**src/msl_regs.svh**
```systemverilog
// Purpose: Register offsets, reset values and timing counts for the Modbus slave link block
// Assumes: 32-bit AHB-Lite, one register per aligned word
// Notes: Definitions only
`ifndef MSL_REGS_SVH
`define MSL_REGS_SVH
`define MSL_A_STATION 8'h00
`define MSL_A_BAUD 8'h04
`define MSL_A_FRAMING 8'h08
`define MSL_A_TIMEOUT 8'h0c
`define MSL_A_DELAY 8'h10
`define MSL_A_ACTION 8'h14
`define MSL_A_ACTIVE 8'h18
`define MSL_A_IRQ_ST 8'h1c
`define MSL_A_IRQ_MASK 8'h20
`define MSL_RST_STATION 5'h01
`define MSL_RST_BAUD 4'h0
`define MSL_RST_FRAMING 4'h1
`define MSL_RST_TIMEOUT 7'h00
`define MSL_RST_DELAY 8'h00
`define MSL_RST_ACTION 2'h0
`define MSL_MAX_STATION 5'h1f
`define MSL_MAX_FRAMING 4'hb
`define MSL_MAX_TIMEOUT 7'h64
`define MSL_FIRST_ASCII 4'h4
`define MSL_FIRST_7BIT 4'h8
`define MSL_CRC_SEED 16'hffff
`define MSL_CRC_POLY 16'ha001
`define MSL_CH_COLON 8'h3a
`define MSL_CH_CR 8'h0d
`define MSL_CH_LF 8'h0a
`define MSL_FN_READ 8'h03
`define MSL_FN_WRITE1 8'h06
`define MSL_FN_LOOP 8'h08
`define MSL_FN_WRITEN 8'h10
`define MSL_CLK_MHZ 200
`define MSL_TENTH_US 100000
`define MSL_MS_US 1000
`define MSL_IRQ_GOOD 0
`define MSL_IRQ_BAD 1
`define MSL_IRQ_LOSS 2
`define MSL_IRQ_DROP 3
`endif

```
**src/msl_pkg.sv**
```systemverilog
// Purpose: Types of the Modbus slave link block
// Assumes: Nothing beyond the register header
// Notes: Types only
package msl_pkg;
  typedef enum logic [1:0] {
    MSL_PAR_NONE = 2'b00,
    MSL_PAR_EVEN = 2'b01,
    MSL_PAR_ODD = 2'b10
  } msl_parity_t;
  typedef enum logic [1:0] {
    MSL_RX_IDLE = 2'b00,
    MSL_RX_BODY = 2'b01,
    MSL_RX_LF = 2'b10
  } msl_rx_state_t;
endpackage

```
**src/msl_link_config.sv**
```systemverilog
// Purpose: Station address, framing, link-loss and reply-delay supervision of a Modbus slave
// Assumes: Received characters arrive decoded, on hclk, from the serial receiver
// Notes: hresetn is the power cycle; setting storage survives it and is cleared by nv_rstn
//
// Added by the designer: register access over AHB-Lite and the register addresses.
`timescale 1ns/1ps
`default_nettype none
`include "msl_regs.svh"

// Contract
// - Station address 1..31, default one
// - Address zero: never send any reply
// - New settings apply after power cycle only
// - Codes 0..3 are RTU, 8 bits
// - Codes 4..11 are ASCII, 8/7 bits
// - Framing accepts 0..11, default code 1
// - Loss timeout 0..10 s, zero disables
// - Timeout expiry raises fault, selected action
// - Wait reply delay before reply starts
// - Broadcast to zero acted on, no reply
// - RTU CRC-16 seed FFFF, poly A001
// - ASCII colon start, CR LF end, hex
// - Support functions 03, 06, 08, 10
module msl_link_config #(
  parameter int TENTH_CYCLES = `MSL_TENTH_US * `MSL_CLK_MHZ,
  parameter int MS_CYCLES = `MSL_MS_US * `MSL_CLK_MHZ
) (
  input wire logic hclk,
  input wire logic hresetn,
  input wire logic nv_rstn,
  input wire logic hsel,
  input wire logic [31:0] haddr,
  input wire logic [1:0] htrans,
  input wire logic hwrite,
  input wire logic [2:0] hsize,
  input wire logic [31:0] hwdata,
  input wire logic hready,
  output logic hreadyout,
  output logic hresp,
  output logic [31:0] hrdata,
  input wire logic rx_valid,
  input wire logic [7:0] rx_char,
  input wire logic rx_err,
  input wire logic rx_gap,
  output logic [3:0] baud_sel,
  output logic ascii_mode,
  output logic seven_bits,
  output msl_pkg::msl_parity_t parity,
  output logic two_stop,
  output logic frame_good,
  output logic func_ok,
  output logic reply_go,
  output logic comm_fault,
  output logic [1:0] loss_action,
  output logic irq
);
  // Stored settings (survive power cycle) and their running copies
  logic [4:0] st_addr_q, act_addr_q;
  logic [3:0] st_baud_q, st_frm_q, act_frm_q;
  logic [6:0] st_tmo_q, act_tmo_q;
  logic [7:0] st_dly_q, act_dly_q;
  logic [1:0] st_act_q;
  logic loaded_q;
  logic [3:0] irq_st_q, irq_mask_q, ev;
  // Bus data phase
  logic wr_q, rd_q;
  logic [7:0] a_q;
  // Receiver
  msl_pkg::msl_rx_state_t rx_q;
  logic [15:0] crc_q;
  logic [7:0] lrc_q, byte_q, addr_q, fn_q, abyte;
  logic [4:0] hv;
  logic [5:0] cnt_q;
  logic nib_q, bad_q;
  logic end_p, end_ok;
  // Timers
  logic [31:0] tick_q, dtick_q;
  logic [6:0] tenth_q;
  logic [7:0] dms_q;
  logic dly_run_q;

  function automatic logic [15:0] crc_step(input logic [15:0] c, input logic [7:0] b);
    logic [15:0] r;
    r = c ^ {8'h00, b};
    for (int i = 0; i < 8; i++) begin
      r = r[0] ? ((r >> 1) ^ `MSL_CRC_POLY) : (r >> 1);
    end
    return r;
  endfunction
  // Hex character to nibble; bit 4 flags a non-hex character; either letter case is taken
  function automatic logic [4:0] hex_val(input logic [7:0] ch);
    if (ch >= 8'h30 && ch <= 8'h39) return {1'b0, ch[3:0]};
    if ((ch | 8'h20) >= 8'h61 && (ch | 8'h20) <= 8'h66) return {1'b0, ch[3:0] + 4'h9};
    return 5'h10;
  endfunction
  function automatic logic [31:0] rd_mux(input logic [7:0] a);
    case (a)
      `MSL_A_STATION: return {27'h0, st_addr_q};
      `MSL_A_BAUD: return {28'h0, st_baud_q};
      `MSL_A_FRAMING: return {28'h0, st_frm_q};
      `MSL_A_TIMEOUT: return {25'h0, st_tmo_q};
      `MSL_A_DELAY: return {24'h0, st_dly_q};
      `MSL_A_ACTION: return {30'h0, st_act_q};
      `MSL_A_ACTIVE: return {15'h0, comm_fault, act_frm_q, 7'h0, act_addr_q};
      `MSL_A_IRQ_ST: return {28'h0, irq_st_q};
      `MSL_A_IRQ_MASK: return {28'h0, irq_mask_q};
      default: return 32'h0000_0000;
    endcase
  endfunction
  // Address phase capture; reads take one wait state so a preceding write is seen
  always_ff @(posedge hclk or negedge hresetn) begin
    if (!hresetn) begin
      wr_q <= 1'b0;
      rd_q <= 1'b0;
      a_q <= 8'h00;
      hreadyout <= 1'b1;
      hrdata <= 32'h0000_0000;
    end else begin
      wr_q <= 1'b0;
      if (rd_q) begin
        rd_q <= 1'b0;
        hrdata <= rd_mux(a_q);
        hreadyout <= 1'b1;
      end else if (hready && hsel && htrans[1]) begin
        wr_q <= hwrite;
        rd_q <= !hwrite;
        a_q <= haddr[7:0];
        hreadyout <= hwrite;
      end
    end
  end
  assign hresp = 1'b0;

  // Stored settings; out-of-range station, framing and timeout values are refused and the old value kept; baud, delay and action take the low bits
  always_ff @(posedge hclk or negedge nv_rstn) begin
    if (!nv_rstn) begin
      st_addr_q <= `MSL_RST_STATION;
      st_baud_q <= `MSL_RST_BAUD;
      st_frm_q <= `MSL_RST_FRAMING;
      st_tmo_q <= `MSL_RST_TIMEOUT;
      st_dly_q <= `MSL_RST_DELAY;
      st_act_q <= `MSL_RST_ACTION;
    end else if (wr_q) begin
      if (a_q == `MSL_A_STATION && hwdata[31:5] == 27'h0) st_addr_q <= hwdata[4:0];
      if (a_q == `MSL_A_BAUD) st_baud_q <= hwdata[3:0];
      if (a_q == `MSL_A_FRAMING && hwdata[31:4] == 28'h0 && hwdata[3:0] <= `MSL_MAX_FRAMING)
        st_frm_q <= hwdata[3:0];
      if (a_q == `MSL_A_TIMEOUT && hwdata[31:7] == 25'h0 && hwdata[6:0] <= `MSL_MAX_TIMEOUT)
        st_tmo_q <= hwdata[6:0];
      if (a_q == `MSL_A_DELAY) st_dly_q <= hwdata[7:0];
      if (a_q == `MSL_A_ACTION) st_act_q <= hwdata[1:0];
    end
  end

  // Running copy taken once, at the first edge after power-up release
  always_ff @(posedge hclk or negedge hresetn) begin
    if (!hresetn) begin
      loaded_q <= 1'b0;
      act_addr_q <= `MSL_RST_STATION;
      act_frm_q <= `MSL_RST_FRAMING;
      act_tmo_q <= `MSL_RST_TIMEOUT;
      act_dly_q <= `MSL_RST_DELAY;
      baud_sel <= `MSL_RST_BAUD;
      loss_action <= `MSL_RST_ACTION;
      ascii_mode <= 1'b0;
      seven_bits <= 1'b0;
      parity <= msl_pkg::MSL_PAR_NONE;
      two_stop <= 1'b0;
    end else if (!loaded_q) begin
      loaded_q <= 1'b1;
      act_addr_q <= st_addr_q;
      act_frm_q <= st_frm_q;
      act_tmo_q <= st_tmo_q;
      act_dly_q <= st_dly_q;
      baud_sel <= st_baud_q;
      loss_action <= st_act_q;
      ascii_mode <= st_frm_q >= `MSL_FIRST_ASCII;
      seven_bits <= st_frm_q >= `MSL_FIRST_7BIT;
      two_stop <= st_frm_q[1:0] == 2'h0;
      case (st_frm_q[1:0])
        2'h2: parity <= msl_pkg::MSL_PAR_EVEN;
        2'h3: parity <= msl_pkg::MSL_PAR_ODD;
        default: parity <= msl_pkg::MSL_PAR_NONE;
      endcase
    end
  end

  // Frame assembly: RTU bytes end on a line gap, ASCII frames on CR LF
  always_ff @(posedge hclk or negedge hresetn) begin
    if (!hresetn) begin
      rx_q <= msl_pkg::MSL_RX_IDLE;
      crc_q <= `MSL_CRC_SEED;
      lrc_q <= 8'h00;
      byte_q <= 8'h00;
      addr_q <= 8'h00;
      fn_q <= 8'h00;
      cnt_q <= 6'h00;
      nib_q <= 1'b0;
      bad_q <= 1'b0;
    end else if (!ascii_mode) begin
      if (rx_gap) begin
        rx_q <= msl_pkg::MSL_RX_IDLE;
        crc_q <= `MSL_CRC_SEED;
        cnt_q <= 6'h00;
        bad_q <= 1'b0;
      end else if (rx_valid) begin
        rx_q <= msl_pkg::MSL_RX_BODY;
        crc_q <= crc_step(crc_q, rx_char);
        if (cnt_q == 6'h00) addr_q <= rx_char;
        if (cnt_q == 6'h01) fn_q <= rx_char;
        if (cnt_q != 6'h3f) cnt_q <= cnt_q + 6'h01;
        bad_q <= bad_q | rx_err;
      end
    end else if (rx_valid) begin
      case (rx_q)
        msl_pkg::MSL_RX_BODY: begin
          if (rx_char == `MSL_CH_CR) begin
            rx_q <= msl_pkg::MSL_RX_LF;
            bad_q <= bad_q | rx_err | nib_q;
          end else if (rx_char == `MSL_CH_COLON) begin
            cnt_q <= 6'h00;
            lrc_q <= 8'h00;
            nib_q <= 1'b0;
            bad_q <= rx_err;
          end else begin
            bad_q <= bad_q | rx_err | hv[4];
            nib_q <= !nib_q;
            if (!nib_q) begin
              byte_q[7:4] <= hv[3:0];
            end else begin
              lrc_q <= lrc_q + abyte;
              if (cnt_q == 6'h00) addr_q <= abyte;
              if (cnt_q == 6'h01) fn_q <= abyte;
              if (cnt_q != 6'h3f) cnt_q <= cnt_q + 6'h01;
            end
          end
        end
        msl_pkg::MSL_RX_LF: rx_q <= msl_pkg::MSL_RX_IDLE;
        default: begin
          if (rx_char == `MSL_CH_COLON) begin
            rx_q <= msl_pkg::MSL_RX_BODY;
            cnt_q <= 6'h00;
            lrc_q <= 8'h00;
            nib_q <= 1'b0;
            bad_q <= rx_err;
          end
        end
      endcase
    end
  end

  // Hex decode, end of frame and its verdict: CRC residue zero, or LRC sum zero after CR LF
  assign hv = hex_val(rx_char);
  assign abyte = {byte_q[7:4], hv[3:0]};
  assign end_p = ascii_mode ? (rx_valid && rx_q == msl_pkg::MSL_RX_LF)
                            : (rx_gap && rx_q == msl_pkg::MSL_RX_BODY);
  assign end_ok = ascii_mode
    ? (rx_char == `MSL_CH_LF && !bad_q && cnt_q >= 6'h03 && lrc_q == 8'h00)
    : (!bad_q && cnt_q >= 6'h04 && crc_q == 16'h0000);

  // Verdict per frame: unicast to others is dropped, broadcast is acted on silently
  always_ff @(posedge hclk or negedge hresetn) begin
    if (!hresetn) begin
      frame_good <= 1'b0;
      func_ok <= 1'b0;
    end else begin
      frame_good <= end_p && end_ok && (addr_q == 8'h00 || addr_q == {3'h0, act_addr_q});
      func_ok <= fn_q == `MSL_FN_READ || fn_q == `MSL_FN_WRITE1 || fn_q == `MSL_FN_LOOP
                 || fn_q == `MSL_FN_WRITEN;
    end
  end

  // Reply delay in milliseconds; a silent station or broadcast never starts it
  always_ff @(posedge hclk or negedge hresetn) begin
    if (!hresetn) begin
      dly_run_q <= 1'b0;
      dtick_q <= 32'h0;
      dms_q <= 8'h00;
      reply_go <= 1'b0;
    end else begin
      reply_go <= 1'b0;
      if (end_p && end_ok && addr_q != 8'h00 && addr_q == {3'h0, act_addr_q}
          && act_addr_q != 5'h00) begin
        dly_run_q <= 1'b1;
        dtick_q <= 32'h0;
        dms_q <= 8'h00;
      end else if (dly_run_q) begin
        if (dms_q == act_dly_q) begin
          dly_run_q <= 1'b0;
          reply_go <= 1'b1;
        end else if (dtick_q == 32'(MS_CYCLES - 1)) begin
          dtick_q <= 32'h0;
          dms_q <= dms_q + 8'h01;
        end else begin
          dtick_q <= dtick_q + 32'h1;
        end
      end
    end
  end

  // Link-loss watchdog in tenths of a second; good traffic restarts it
  always_ff @(posedge hclk or negedge hresetn) begin
    if (!hresetn) begin
      tick_q <= 32'h0;
      tenth_q <= 7'h00;
      comm_fault <= 1'b0;
    end else if (act_tmo_q == 7'h00 || frame_good) begin
      tick_q <= 32'h0;
      tenth_q <= 7'h00;
    end else if (tenth_q == act_tmo_q) begin
      comm_fault <= 1'b1;
    end else if (tick_q == 32'(TENTH_CYCLES - 1)) begin
      tick_q <= 32'h0;
      tenth_q <= tenth_q + 7'h01;
    end else begin
      tick_q <= tick_q + 32'h1;
    end
  end

  // Sticky events, write one to clear; a new event wins over a clear
  assign ev = {end_p && end_ok && !frame_good && addr_q != 8'h00
               && addr_q != {3'h0, act_addr_q},
               !comm_fault && !frame_good && act_tmo_q != 7'h00 && tenth_q == act_tmo_q,
               end_p && !end_ok,
               end_p && end_ok && (addr_q == 8'h00 || addr_q == {3'h0, act_addr_q})};
  always_ff @(posedge hclk or negedge hresetn) begin
    if (!hresetn) begin
      irq_st_q <= 4'h0;
      irq_mask_q <= 4'h0;
      irq <= 1'b0;
    end else begin
      irq_st_q <= (irq_st_q & ~((wr_q && a_q == `MSL_A_IRQ_ST) ? hwdata[3:0] : 4'h0)) | ev;
      if (wr_q && a_q == `MSL_A_IRQ_MASK) irq_mask_q <= hwdata[3:0];
      irq <= |(irq_st_q & irq_mask_q);
    end
  end
endmodule // msl_link_config
`default_nettype wire

```
**config.mk**
```make
export PLATFORM = sky130hd
export DESIGN_NAME = msl_link_config
export DESIGN_NICKNAME = d
export VERILOG_FILES = /design/src/msl_pkg.sv /design/src/msl_link_config.sv
export VERILOG_INCLUDE_DIRS = /design/src /design/src/src
export SDC_FILE = /design/constraint.sdc
export NUM_CORES = 1
export LEC_CHECK = 0
export ABC_AREA = 1
export BUFFER_PORTS_ARGS = -buffer_cell sky130_fd_sc_hd__buf_2
export CORE_MARGIN = 2
export CORE_UTILIZATION = 56
export CTS_BUF_LIST = sky130_fd_sc_hd__clkbuf_4 sky130_fd_sc_hd__clkbuf_8
export DETAILED_ROUTE_END_ITERATION = 16
export PLACE_DENSITY = 0.84
export SLEW_MARGIN = 20
export SYNTH_ARGS = -nofsm -noshare
export SYNTH_HDL_FRONTEND = slang
export SYNTH_SLANG_ARGS = --single-unit
```
**constraint.sdc**
```tcl
create_clock -name hclk -period 1.85 [get_ports hclk]
set_input_delay 0.185 -clock hclk [delete_from_list [all_inputs] [get_ports hclk]]
set_output_delay 0.185 -clock hclk [all_outputs]
set_load 0.1 [all_outputs]
```
==> results_dict.tcl <==
set metrics [dict create \
    endpoint_kind "flip-flop" \
    drcViolationCount 0 \
    numPlacedInstances 2313 \
    numPortBuffers 87 \
    antenna_left 0 \
    outcome "complete, but fails checks" \
    muxShareOfSynthArea_pct 0.0736 \
    grt_pass1_wl_um 65700 \
    rows 57 \
    timing.fmax_ghz 0.484 \
    synth-adder-area-share_pct 2.08 \
    routed_wl_um 44500 \
    fin_crit_ps 2070 \
    synth_compound_area_share_pct 12.3 \
    total_leakage_power_uw 0.00844 \
    synth_cell_types 58 \
    cts_tree "done" \
    setup_violations 53 \
    synth_edf_count 0 \
    powerDensity_nw_per_um2 781 \
    syn_area_per_cell_um2 7.72 \
    cts-root-buf "clkbuf_8" \
    critPathMaxFanout 5 \
    final_cells 2455 \
    die_area_um2 25500 \
    reg2reg_depth 12 \
    async_reset_ff_share_pct 100 \
    violations "negative setup slack" \
    hold_viol 0 \
    fp.dieW_um 160 \
    crit_path_end "dms_q[3]" \
    ir_worst_vdd_mv 0.556 \
    core_um2 24100 \
    syn_inst 1762 \
    die_y_um 160 \
    reg2reg_to "dms_q[3]" \
    clk_latency_ps 550 \
    grt_antenna_before_repair 0 \
    path_common_cell "nand2_1" \
    yosysWarnings 0 \
    grt_max_degree 49 \
    max_cap_viol_count 0 \
    min_path_type "in2reg" \
    max_stage_delay_ps 390 \
    synthTopCellsByArea "dfrtp_1 40%, nand2_1 12%, inv_1 6.2%" \
    fillers 1637 \
    synthXorXnorAreaFrac_pct 4.16 \
    startpoint_type "flip-flop" \
    setup_slack_ps -218 \
    r2r_setup_slack_ps -220 \
    ys_ff_latch 237 \
    skew_ps 26.4 \
    slowest_stage "dfstp_2" \
    synth.most_common_cell "nand2_1" \
    clock_path_buffers 3 \
    grt-ovfl-total 0 \
    yosysSeqAreaShare_pct 43.8 \
    drive_gt1_share_pct 30.8 \
    area_growth_pct 33.7 \
    viasPerCell 5.76 \
    vias 14100 \
    crit_start "crc_q[6]" \
    critPathRequiredTime_ps 2260 \
    io_pins 136 \
    start_util_pct 56.4 \
    synthSimpleGateAreaFrac_pct 28.4 \
    antenna_cells 0 \
    drt_first_pass_iters 7 \
    max_slew_margin_pct 53.8 \
    worst_slew_pin_slew_ps 693 \
    synth_top_family_by_area "simple AND/OR/NAND/NOR gates" \
    syn_area_um2 13600 \
    grt_usage_pct 31.5 \
    fin_setup_tns_ps -5720 \
    drtIter0Drc 1420 \
    rr_startpoint "crc_q[6]" \
    fin_nets 2210 \
    ys.flop_type "dfrtp_1" \
    final_max_slew_viol_count 0 \
    yosysTopAreaCellShare_pct 39.7 \
    grt_pass1_vias 13500 \
    crit_path_cell_trace "nor2_4 -> nand3_1 -> nor2_1 -> nand2_1 -> nand2_1 -> nand2_2 -> nor2_4 -> nand4_4 -> buf_6 -> clkbuf_16 -> o311ai_1 -> nand2_1" \
    worstPathArrival_ps 2480 \
    yosysTopAreaCell "dfrtp_1" \
    path_class "reg2reg" \
    cts_sinks 237 \
    place_congestion 1.02 \
    synthTopCellsByCount "440 x nand2_1, 223 x inv_1, 216 x dfrtp_1, 140 x nor2_1, 137 x o21ai_0" \
    h-tree-depth 2 \
    cts_made_buffers 41 \
    wl_per_cell_um 18.1 \
    min_period_over_period_pct 112 \
    rsz0062_at_grt "true" \
    dpl.hpwl_um 29300 \
    clkSlewWorstSetupHoldPaths_ps 60 \
]
[kinds of logic (layout without fill, tap and decap cells)]
kind of cell,after synthesis,count (layout)
compound gates,294,295
xor+xnor,63,63
fa+ha+maj,22,22
buf+inv,294,642
flops,237,237
mux,1,1
other cells,2,21
simple gates,849,850
[state kept, by name, summed over array words and instances (netlist names), 5 cells and up]
| name | count |
|---|---|
| lrc_q | 8 |
| crc_q | 16 |
| act_tmo_q | 7 |
| st_addr_q | 5 |
| st_dly_q | 8 |
| tick_q | 32 |
| cnt_q | 6 |
| dtick_q | 32 |
| fn_q | 8 |
| st_tmo_q | 7 |
| dms_q | 8 |
| tenth_q | 7 |
| hrdata | 13 |
| act_dly_q | 8 |
| act_addr_q | 5 |
| addr_q | 8 |
| a_q | 8 |
[critical path, delay by kind of cell, from the launching register on]
kind | cells | cell delay (ps)
buffers and inverters | 2 | 340
AOI/OAI and AO/OA | 1 | 110
DFF | 1 | 390
and+or+nand+nor | 9 | 1110
[per-stage QoR]
stage	setup WS (ps)	hold WS, ps	total power (µW)	util [%]	area [µm²]
5_1_grt	-234	91.8	14800	75.4	18200
4_1_cts	-2.85	11.1	13800	70.1	16900
2_1_floorplan	-482	-111	7760	-	13700
3_3_place_gp	-703	133	8610	64.8	15600
3_5_place_dp	-930	132	8740	64.8	15600
6_report	-218	33.9	14200	75.4	18200
[where the power goes]
group	leakage (µW)	switching, µW	internal [µW]
Clock	0.000453	2200	2840
Sequential	0.00294	388	5660
Combinational	0.00505	2030	1080
Total	0.00844	4620	9580
[worst min path at each step]
stage            start          to  depth (start not counted)
2_1_floorplan  hresetn      a_q[0]                          0
3_3_place_gp   hresetn  tick_q[22]                          1
3_5_place_dp   hresetn  tick_q[22]                          1
4_1_cts         rx_err       bad_q                          3
5_1_grt         rx_err       bad_q                          3
6_report        rx_err       bad_q                          3
[area by class of cell]
type                            count  area (µm²)  area share (%)
Multi-Input combinational cell   1252        7370            40.5
Sequential cell                   237        5970            32.8
Timing Repair Buffer              328        2620            14.4
Inverter                          240         947            5.21
Clock buffer                       65         788            4.34
Tap cell                          324         405            2.23
Clock inverter                      7        65.1           0.358
Timing Repair inverter              2        13.8          0.0757
[layer usage]
layer / up-vias / track usage (%) / routed length, µm
met5: - / 0 / 0
met1: 6741 / 42.8 / 17700
met4: 0 / 9.99 / 1530
li1: 6467 / - / -
met3: 137 / 4.49 / 4050
met2: 790 / 52.5 / 21200
[cell usage in the layout (no fill, tap or decap), types with 14 or more instances in the layout]
master and instances:
o21ai_0 111, nor2_4 14, buf_4 187, nor3_1 34
nand2_1 403, nor3_2 21, conb_1 21, ha_1 14
o21ai_1 30, o22ai_1 25, buf_6 19, inv_1 206
nand2_2 35, o21ai_2 29, dlygate4sd3_1 20, clkbuf_4 17
xnor2_1 19, inv_2 23, nor2_2 23, clkbuf_8 49
buf_2 83, dfrtp_1 209, nand4_1 59, dfstp_2 21
nor2_1 117, a21oi_1 52, nand3_1 63, nand3_2 19
xor2_1 42
[timing repair]
action,in CTS,in global routing
hold buffers,20,0
pin swaps,13,54
resized for setup,43,238
hold endpoints to repair,237,0
buffers inserted,9,29
cloned,1,12
endpoints found under the setup margin,62,135
Power figures use the tool's default switching activity.
